<file path="config.mk">
export PLATFORM = sky130hd
export DESIGN_NAME = plb_top
export DESIGN_NICKNAME = d
export VERILOG_FILES = /design/src/hw/plb_pkg.sv /design/src/hw/plb_top.sv /design/src/hw/plb_sync.sv
export VERILOG_INCLUDE_DIRS = /design/src /design/src/hw
export SDC_FILE = /design/constraint.sdc
export NUM_CORES = 1
export LEC_CHECK = 0
export ABC_AREA = 1
export BUFFER_PORTS_ARGS = -buffer_cell sky130_fd_sc_hd__buf_2
export CORE_MARGIN = 5
export CORE_UTILIZATION = 36
export DETAILED_ROUTE_END_ITERATION = 7
export HOLD_SLACK_MARGIN = 0.03
export SYNTH_ARGS = -nofsm -noshare
export SYNTH_HDL_FRONTEND = slang
export SYNTH_SLANG_ARGS = --single-unit
</file>
<file path="constraint.sdc">
create_clock -name MCLK -period 2.4 [get_ports MCLK]
set_input_delay 0.24 -clock MCLK [delete_from_list [all_inputs] [get_ports MCLK]]
set_output_delay 0.24 -clock MCLK [all_outputs]
set_load 0.005 [all_outputs]
</file>
<file path="src/hw/plb_map.svh">
`ifndef PLB_MAP_SVH
`define PLB_MAP_SVH
// register byte addresses
`define PLB_CTRL_ADDR 12'h000
`define PLB_DELAY_ADDR 12'h004
`define PLB_STAT_ADDR 12'h008
// control field positions
`define PLB_HRISE_BIT 15
`define PLB_HFALL_BIT 14
`define PLB_LRISE_BIT 13
`define PLB_LFALL_BIT 12
`define PLB_FLT_BIT 11
`define PLB_CL_BIT 10
`define PLB_SELH_BIT 5
`define PLB_SELL_BIT 4
`define PLB_HSH_BIT 3
`define PLB_HSL_BIT 2
`define PLB_LSH_BIT 1
`define PLB_LSL_BIT 0
// writable bits of the control register
`define PLB_CTRL_MASK 16'hfc3f
`define PLB_CTRL_RST 16'h0000
`define PLB_DELAY_RST 16'h0000
`define PLB_CNT_ONE 16'h0001
`endif

</file>
<file path="src/hw/plb_pkg.sv">
package plb_pkg;
  typedef logic [15:0] plb_word_t;
  typedef logic [31:0] plb_bus_t;
  typedef enum logic {PLB_IDLE, PLB_COUNT} plb_state_t;
endpackage

</file>
<file path="src/hw/plb_top.sv">
// Decided for this implementation: the APB slave port and the register offsets.
`timescale 1ns/1ns
`include "plb_map.svh"
module plb_top (
  input wire logic MCLK,
  input wire logic RST,
  input wire logic PSEL,
  input wire logic PENABLE,
  input wire logic PWRITE,
  input wire logic [11:0] PADDR,
  input wire plb_pkg::plb_bus_t PWDATA,
  output plb_pkg::plb_bus_t PRDATA,
  output logic PREADY,
  output logic PSLVERR,
  input wire logic HIGH_SIDE_OUTPUT,
  input wire logic LOW_SIDE_OUTPUT,
  input wire logic BLANK_SIGNAL,
  input wire logic FAULT_IN,
  input wire logic CURLIM_IN,
  output logic FAULT_OUT,
  output logic CURLIM_OUT,
  output logic BLANK_ACTIVE
);
  import plb_pkg::*;

  // ------------------------------------------------------------
  // input synchronisers
  // ------------------------------------------------------------
  logic hs;
  logic ls;
  logic bsig;
  logic flt;
  logic cl;
  plb_sync u_hs (.clk(MCLK), .rst(RST), .din(HIGH_SIDE_OUTPUT), .dout(hs));
  plb_sync u_ls (.clk(MCLK), .rst(RST), .din(LOW_SIDE_OUTPUT), .dout(ls));
  plb_sync u_bs (.clk(MCLK), .rst(RST), .din(BLANK_SIGNAL), .dout(bsig));
  plb_sync u_fl (.clk(MCLK), .rst(RST), .din(FAULT_IN), .dout(flt));
  plb_sync u_cl (.clk(MCLK), .rst(RST), .din(CURLIM_IN), .dout(cl));

  // ------------------------------------------------------------
  // apb register file
  // ------------------------------------------------------------
  plb_word_t blanking_control;
  plb_word_t blank_delay;
  wire setup = PSEL && !PENABLE;
  wire access_done = PSEL && PENABLE && PREADY;
  wire hit_ctrl = PADDR == `PLB_CTRL_ADDR;
  wire hit_delay = PADDR == `PLB_DELAY_ADDR;
  wire hit_stat = PADDR == `PLB_STAT_ADDR;
  wire hit_any = hit_ctrl || hit_delay || hit_stat;
  wire wr_ctrl = access_done && PWRITE && hit_ctrl;
  wire wr_delay = access_done && PWRITE && hit_delay;
  plb_word_t stat_word;
  plb_word_t rd_word;
  // picked in setup so that pready and prdata leave their flops together
  assign rd_word = hit_ctrl ? blanking_control : hit_delay ? blank_delay : hit_stat ? stat_word : 16'h0000;

  // no wait state: setup, then a single access cycle with pready high
  always_ff @(posedge MCLK or posedge RST) begin
    if (RST) begin
      PREADY <= 1'b0;
      PSLVERR <= 1'b0;
      PRDATA <= 32'h0000_0000;
    end else begin
      PREADY <= setup;
      PSLVERR <= setup && !hit_any;
      PRDATA <= (setup && !PWRITE) ? {16'h0000, rd_word} : 32'h0000_0000;
    end
  end

  always_ff @(posedge MCLK or posedge RST) begin
    if (RST) begin
      blanking_control <= `PLB_CTRL_RST;
      blank_delay <= `PLB_DELAY_RST;
    end else begin
      if (wr_ctrl) begin
        blanking_control <= PWDATA[15:0] & `PLB_CTRL_MASK;
      end
      if (wr_delay) begin
        blank_delay <= PWDATA[15:0];
      end
    end
  end

  // ------------------------------------------------------------
  // edge detection and triggers
  // ------------------------------------------------------------
  logic hs_d;
  logic ls_d;
  always_ff @(posedge MCLK or posedge RST) begin
    if (RST) begin
      hs_d <= 1'b0;
      ls_d <= 1'b0;
    end else begin
      hs_d <= hs;
      ls_d <= ls;
    end
  end
  wire hs_rise = hs && !hs_d;
  wire hs_fall = !hs && hs_d;
  wire ls_rise = ls && !ls_d;
  wire ls_fall = !ls && ls_d;
  wire trig_h = (hs_rise && blanking_control[`PLB_HRISE_BIT]) || (hs_fall && blanking_control[`PLB_HFALL_BIT]);
  wire trig_l = (ls_rise && blanking_control[`PLB_LRISE_BIT]) || (ls_fall && blanking_control[`PLB_LFALL_BIT]);
  wire trig = trig_h || trig_l;

  // ------------------------------------------------------------
  // leading-edge blanking counter
  // ------------------------------------------------------------
  plb_state_t state;
  plb_state_t next_state;
  plb_word_t count;
  plb_word_t next_count;
  // a zero delay gives no blanking, a fresh edge restarts the window
  always_comb begin
    next_state = state;
    next_count = count;
    case (state)
      PLB_IDLE: begin
        if (trig && blank_delay != `PLB_DELAY_RST) begin
          next_state = PLB_COUNT;
          next_count = `PLB_CNT_ONE;
        end
      end
      PLB_COUNT: begin
        if (trig) begin
          next_count = `PLB_CNT_ONE;
        end else if (count >= blank_delay) begin
          next_state = PLB_IDLE;
          next_count = `PLB_DELAY_RST;
        end else begin
          next_count = count + `PLB_CNT_ONE;
        end
      end
      default: begin
        next_state = PLB_IDLE;
        next_count = `PLB_DELAY_RST;
      end
    endcase
  end
  always_ff @(posedge MCLK or posedge RST) begin
    if (RST) begin
      state <= PLB_IDLE;
      count <= `PLB_DELAY_RST;
    end else begin
      state <= next_state;
      count <= next_count;
    end
  end
  wire leb_on = state == PLB_COUNT;

  // ------------------------------------------------------------
  // state blanking and masking
  // ------------------------------------------------------------
  wire st_out = (hs && blanking_control[`PLB_HSH_BIT]) || (!hs && blanking_control[`PLB_HSL_BIT])
    || (ls && blanking_control[`PLB_LSH_BIT]) || (!ls && blanking_control[`PLB_LSL_BIT]);
  wire st_sel = (bsig && blanking_control[`PLB_SELH_BIT]) || (!bsig && blanking_control[`PLB_SELL_BIT]);
  wire st_blank = st_out || st_sel;
  wire mask_f = st_blank || (leb_on && blanking_control[`PLB_FLT_BIT]);
  wire mask_c = st_blank || (leb_on && blanking_control[`PLB_CL_BIT]);
  assign stat_word = {13'h0000, st_blank, leb_on, ls};

  always_ff @(posedge MCLK or posedge RST) begin
    if (RST) begin
      FAULT_OUT <= 1'b0;
      CURLIM_OUT <= 1'b0;
      BLANK_ACTIVE <= 1'b0;
    end else begin
      FAULT_OUT <= flt && !mask_f;
      CURLIM_OUT <= cl && !mask_c;
      BLANK_ACTIVE <= leb_on || st_blank;
    end
  end
endmodule

</file>
<file path="src/hw/plb_sync.sv">
`timescale 1ns/1ns
// ------------------------------------------------------------
// three-stage input synchroniser with agreement filter
// ------------------------------------------------------------
module plb_sync (
  input wire logic clk,
  input wire logic rst,
  input wire logic din,
  output logic dout
);
  import plb_pkg::*;
  logic s1;
  logic s2;
  logic s3;
  always_ff @(posedge clk or posedge rst) begin
    if (rst) begin
      s1 <= 1'b0;
      s2 <= 1'b0;
      s3 <= 1'b0;
      dout <= 1'b0;
    end else begin
      s1 <= din;
      s2 <= s1;
      s3 <= s2;
      // a change counts only once stages two and three agree
      if (s2 == s3) begin
        dout <= s3;
      end
    end
  end
endmodule

</file>
==> out/results.txt, run 1 <==
outcome: finished, final reports clean
EDFF count, synth: 0
worst vdd ir: 0.481 mV
Hold Path Class: in2reg
CP startpoint kind: flop
TritonCTS Buffers: 9
f_max: 0.512 GHz
Total GRT Usage: 14.2%
Setup TNS: 0 ns
core box area: 12500 um2
Crit. End Element: flop
H-tree depth: 3
hold_buf cts: 6
max-slew violations: 0
RSZ-0062 raised after global routing: false
Starting Density: 36.3%
Die X: 122 um
Via-to-Cell Ratio: 4.62
Final setup viols: 0
post-synthesis area per instance: 8.79 um2
clk_lat worst skew: 0.35 ns
max-cap violations: 0
CP Data Required Time: 2.67 ns
final instance area: 5280 um2
I/O pins: 91
1st-iter DRT viols: 178
Nets: 653
initial antenna violation count: 0
first-pass GRT wire length: 16700 um
clk slew on worst S/H paths: 0.06 ns
Static Leakage: 2.71 nW
Total Wirelength: 9770 um
#FFs+latches synth: 88
Distinct cells, synth: 36
cts repair resizes: 0
Max FO, Critical Path: 10
WL/cell: 12.9 um
fill cell count: 1226
CTS max path bufs: 2
Worst Max-Slew Pin Slew: 0.614 ns
most frequent cells in the layout: 132 x nand2_1, 88 x dfrtp_1, 67 x inv_1
Yosys Warn Count: 0
Final ANT Viol Nets: 0
pwr dens: 614 nW/um2
Final Hold Fails: 0
layout cells sized above 1: 22.0%
placed inst area: 4900 um2
drc violations: 0
postcts setup bufs: 0
CTS tree: yes
ANT cells: 0
WP data arrival: 2.22 ns
commonest non-fill, non-tap cell in the layout: nand2_1
synthesized area: 4530 um2
asr flop ratio synth: 100%
type of the worst setup path: reg2reg
RD Place Congestion: 0.848
largest net degree at the start of global routing: 49
Port Buffers: 58
Site Rows: 41
Clock Skew: 0.0125 ns
ys flop type: dfrtp_1
Mapped Cells: 515
HPWL Detailed: 7240 um
Die Area: 14900 um2
Final Critical Period: 1.95 ns
sequential cell area: 2200 um2
slew margin rel.: 59.0%
vias in the first global route: 3411
Pre-Repair DR Iteration Count: 5
fin util: 42.4%
Area Overhead vs Synth: 16.7%
sequential share of the synthesized area: 48.6%
via count: 3506
GR Overflow Total: 0
root buf cell: clkbuf_16
area of the multi-input gates: 1890 um2
final period utilization: 81.4%
clock sink total: 88
Die H: 122 um
flip-flops by register name (all words and copies together), names as in the netlist, 12 cells and up:
| register | count |
|---|---|
| blanking_control | 12 |
| PRDATA | 16 |
| count | 16 |
| blank_delay | 16 |
Yosys cell counts, types with 2 or more instances:
master	n	area share (%)
a21oi_1	24	2.7
a21oi_2	5	0.97
buf_4	16	2.7
buf_6	9	2.2
dfrtp_1	88	49
ha_1	17	4.7
inv_1	68	5.6
maj3_1	5	1.1
nand2_1	132	11
nand2_2	7	0.97
nand2_4	3	0.75
nand3_1	31	3.4
nand4_1	8	1.1
nor2_1	39	3.2
nor2_2	3	0.41
nor3_1	10	1.1
nor3_4	2	0.72
o21ai_0	5	0.55
o21ai_2	24	4.6
o21bai_1	2	0.33
xor2_1	2	0.39
worst paths after layout:
path	to	depth (start not counted)	slack, ns	startpoint
worst max register to register	count[2]	11	0.45	blank_delay[3]
worst min-delay path	PREADY	2	0.08	PENABLE
min in group asynchronous	PRDATA[1]	3	0.51	RST
worst min register to register	u_hs.s2	0	0.35	u_hs.s1
worst max-delay path	count[2]	11	0.45	blank_delay[3]
max in group asynchronous	count[14]	4	1.26	RST
area by class of cell:
| cell class | instances | share of cell area [%] |
|---|---|---|
| clock inverter | 7 | 1.87 |
| tap | 172 | 4.07 |
| inverter | 71 | 5.23 |
| sequential | 88 | 41.7 |
| multi-input combinational | 346 | 35.7 |
| clock buffer | 9 | 4.26 |
| timing repair buffer | 66 | 7.15 |
stage by stage:
stage                     hold WS (ns)  power, mW  worst slack, ns  cells
after CTS                       0.0565       3.29            0.459    759
final                           0.0785       3.24            0.445    759
after detailed placement         0.336       1.72            0.481    737
after global routing            0.0710       3.37            0.317    759
after floorplan                  0.271       1.67            0.756    530
after global placement           0.332       1.72            0.525    737
where the power goes:
| group | leakage [nW] | internal, mW | switching [mW] |
|---|---|---|---|
| clock | 0.157 | 0.921 | 0.621 |
| sequential | 1.15 | 1.52 | 0.0216 |
| combinational | 1.40 | 0.0608 | 0.101 |
| total | 2.71 | 2.50 | 0.743 |
per-layer routing:
metal	global-route usage, %	wire length, um
met2	22.1	4390
met3	4.32	784
met5	0	0
met1	19.3	4490
met4	3.99	107
critical path: stages, from the launching register on:
cell	delay [ns]
dfrtp_1	0.40
inv_1	0.06
ha_1	0.31
nand2_1	0.11
nor2_1	0.06
nor2_1	0.08
nand2_1	0.06
nand2_1	0.05
nand2_1	0.12
a21oi_4	0.24
nand2_2	0.19
o21ai_0	0.19
cells by family (layout without fill, tap and decap cells):
group	after synthesis	after routing	synth area share (%)
AOI/OAI and AO/OA	64	64	9.98
DFF	88	88	48.6
buffers and inverters	96	153	10.9
xor gates and xnor gates	3	3	0.581
and+or+nand+nor	241	241	24.0
other	1	16	0.0828
adders and majority gates	22	22	5.80
Note: power is estimated with default switching activity, not from simulation.
==> run 2: changes to the inputs <==
==> constraint.sdc (replaced) <==
create_clock -name MCLK -period 1.7 [get_ports MCLK]
set_input_delay 0.17 -clock MCLK [delete_from_list [all_inputs] [get_ports MCLK]]
set_output_delay 0.17 -clock MCLK [all_outputs]
set_load 0.005 [all_outputs]
==> run 2 against run 1 <==
Worst hold slack worse by 0.013 ns; first-iteration DRC count shrank 15%; final area increased by 8.4%; largest cell class unchanged; largest power group unchanged.
==> out/results.txt, run 2 (synthesis results as in run 1) <==
I/O pins: 91
GR Util met1: 19.5%
Worst R2R End: count[12]
f_max: 0.593 GHz
Min-Delay Path Depth: 3
Static Leakage: 2.97 nW
met3 Use GR: 3.25%
Port Buffers: 58
ANT cells: 0
Final setup viols: 0
registers with the most flip-flops: PRDATA: 16 flops, blank_delay: 16 flops, count: 16 flops
RSZ-0062 raised after global routing: true
final instance area: 5720 um2
outcome: finished, final reports clean
type of the worst setup path: reg2reg
TritonCTS Buffers: 9
pwr dens: 778 nW/um2
CP Data Required Time: 1.99 ns
max-cap violations: 0
fin util: 45.9%
clock sink total: 88
Crit-path slowest cell: dfrtp_1
area of the multi-input gates: 1990 um2
WP data arrival: 1.97 ns
CP Cell Sequence: inv_1, ha_4, nand2_1, nand2_1, nor2_1, nand2_1, nand2_1, nand2_2, a21oi_4, buf_4, nand4_1, nand2_1
commonest non-fill, non-tap cell in the layout: nand2_1
clk slew on worst S/H paths: 0.07 ns
GR Overflow Total: 0
most used routing layer: met2
Total GRT Usage: 14.8%
Total Wirelength: 10600 um
Final ANT Viol Nets: 0
H-tree depth: 3
Worst Hold Slack: 0.0654 ns
power consumption: 4.45 mW
Die X: 122 um
final period utilization: 99.1%
via count: 3655
sequential cell area: 2200 um2
Hold Path Sink: PREADY
RR Startpoint: blank_delay[3]
Final Critical Period: 1.69 ns
Starting Density: 36.3%
worst vdd ir: 0.768 mV
core box area: 12500 um2
HPWL Detailed: 7780 um
fill cell count: 1178
HP Start: PSEL
RD Place Congestion: 0.864
root buf cell: clkbuf_16
CP max stage delay: 0.38 ns
first-pass GRT wire length: 17500 um
CP startpoint kind: flop
Crit. End Element: flop
placed inst area: 5220 um2
CTS max path bufs: 2
Area Overhead vs Synth: 26.5%
max-slew violations: 0
Hold Path Class: in2reg
r2r setup slk: 0.01 ns
WL/cell: 13.2 um
Worst R2R Path Depth: 12
Clock Skew: 0.00654 ns
Via-to-Cell Ratio: 4.54
CTS tree: yes
Pre-Repair DR Iteration Count: 4
layout cells sized above 1: 30.5%
1st-iter DRT viols: 151
most frequent cells in the layout: 129 x nand2_1, 88 x dfrtp_1, 61 x inv_1
Die H: 122 um
GRT met2 Usage: 24.7%
Final Hold Fails: 0
Nets: 699
CP most frequent cell: nand2_1
drc violations: 0
largest net degree at the start of global routing: 51
Site Rows: 41
Die Area: 14900 um2
clk_lat worst skew: 0.34 ns
Max FO, Critical Path: 5
vias in the first global route: 3620
initial antenna violation count: 0
-- run 2: metal layers --
| layer | part of all wire (%) | vias up |
|---|---|---|
| li1 | - | 1838 |
| met1 | 46 | 1730 |
| met2 | 48 | 77 |
| met3 | 4.8 | 10 |
| met4 | 1.4 | 0 |
| met5 | 0 | - |
-- run 2: through the flow --
| stage | setup slack (ns) | setup TNS [ns] | cells |
|---|---|---|---|
| 2_1_floorplan | 0.0556 | 0 | 530 |
| 3_3_place_gp | -0.00560 | -0.00560 | 778 |
| 3_5_place_dp | -0.0651 | -0.329 | 778 |
| 4_1_cts | -0.00973 | -0.0112 | 801 |
| 5_1_grt | -0.0858 | -0.606 | 805 |
| 6_report | 0.0146 | 0 | 805 |
-- run 2: worst max-delay path by stage --
stage	start	end	slack, ns
3_3_place_gp	blank_delay[3]	count[2]	-0.006
2_1_floorplan	count[11]	count[2]	0.06
6_report	blank_delay[3]	count[12]	0.01
5_1_grt	count[1]	count[12]	-0.09
4_1_cts	blank_delay[3]	count[12]	-0.01
3_5_place_dp	blank_delay[3]	count[2]	-0.07
-- run 2: what timing repair did --
action | 4_1_cts | 5_1_grt
gates resized for setup | 2 | 20
pin swaps | 1 | 3
buffers inserted | 0 | 3
endpoints found under the setup margin | 10 | 17
hold buffers | 7 | 0
gates cloned | 0 | 1
hold endpoints to repair | 20 | 0
-- run 2: layout make-up --
cell class / instances / share of cell area (%)
clock buffer: 10 / 4.17
inverter: 71 / 4.83
sequential: 88 / 38.5
clock inverter: 6 / 1.18
tap: 172 / 3.76
multi-input combinational: 347 / 34.8
timing repair buffer: 111 / 12.8
-- run 2: power by group --
| group | switching [mW] | leakage, nW | internal [mW] | total, mW |
|---|---|---|---|---|
| logic | 0.154 | 1.67 | 0.103 | 0.257 |
| clock network | 0.843 | 0.145 | 1.18 | 2.03 |
| registers | 0.0269 | 1.15 | 2.14 | 2.17 |
-- run 2: critical path: cells and delay by family (launching register included) --
kind | cells | cell delay [ns]
adder cells (fa/ha/maj) | 1 | 0.22
AND/OR/NAND/NOR | 8 | 0.59
AO/OA/AOI/OAI | 1 | 0.17
buffers and inverters | 2 | 0.27
flip-flops | 1 | 0.38
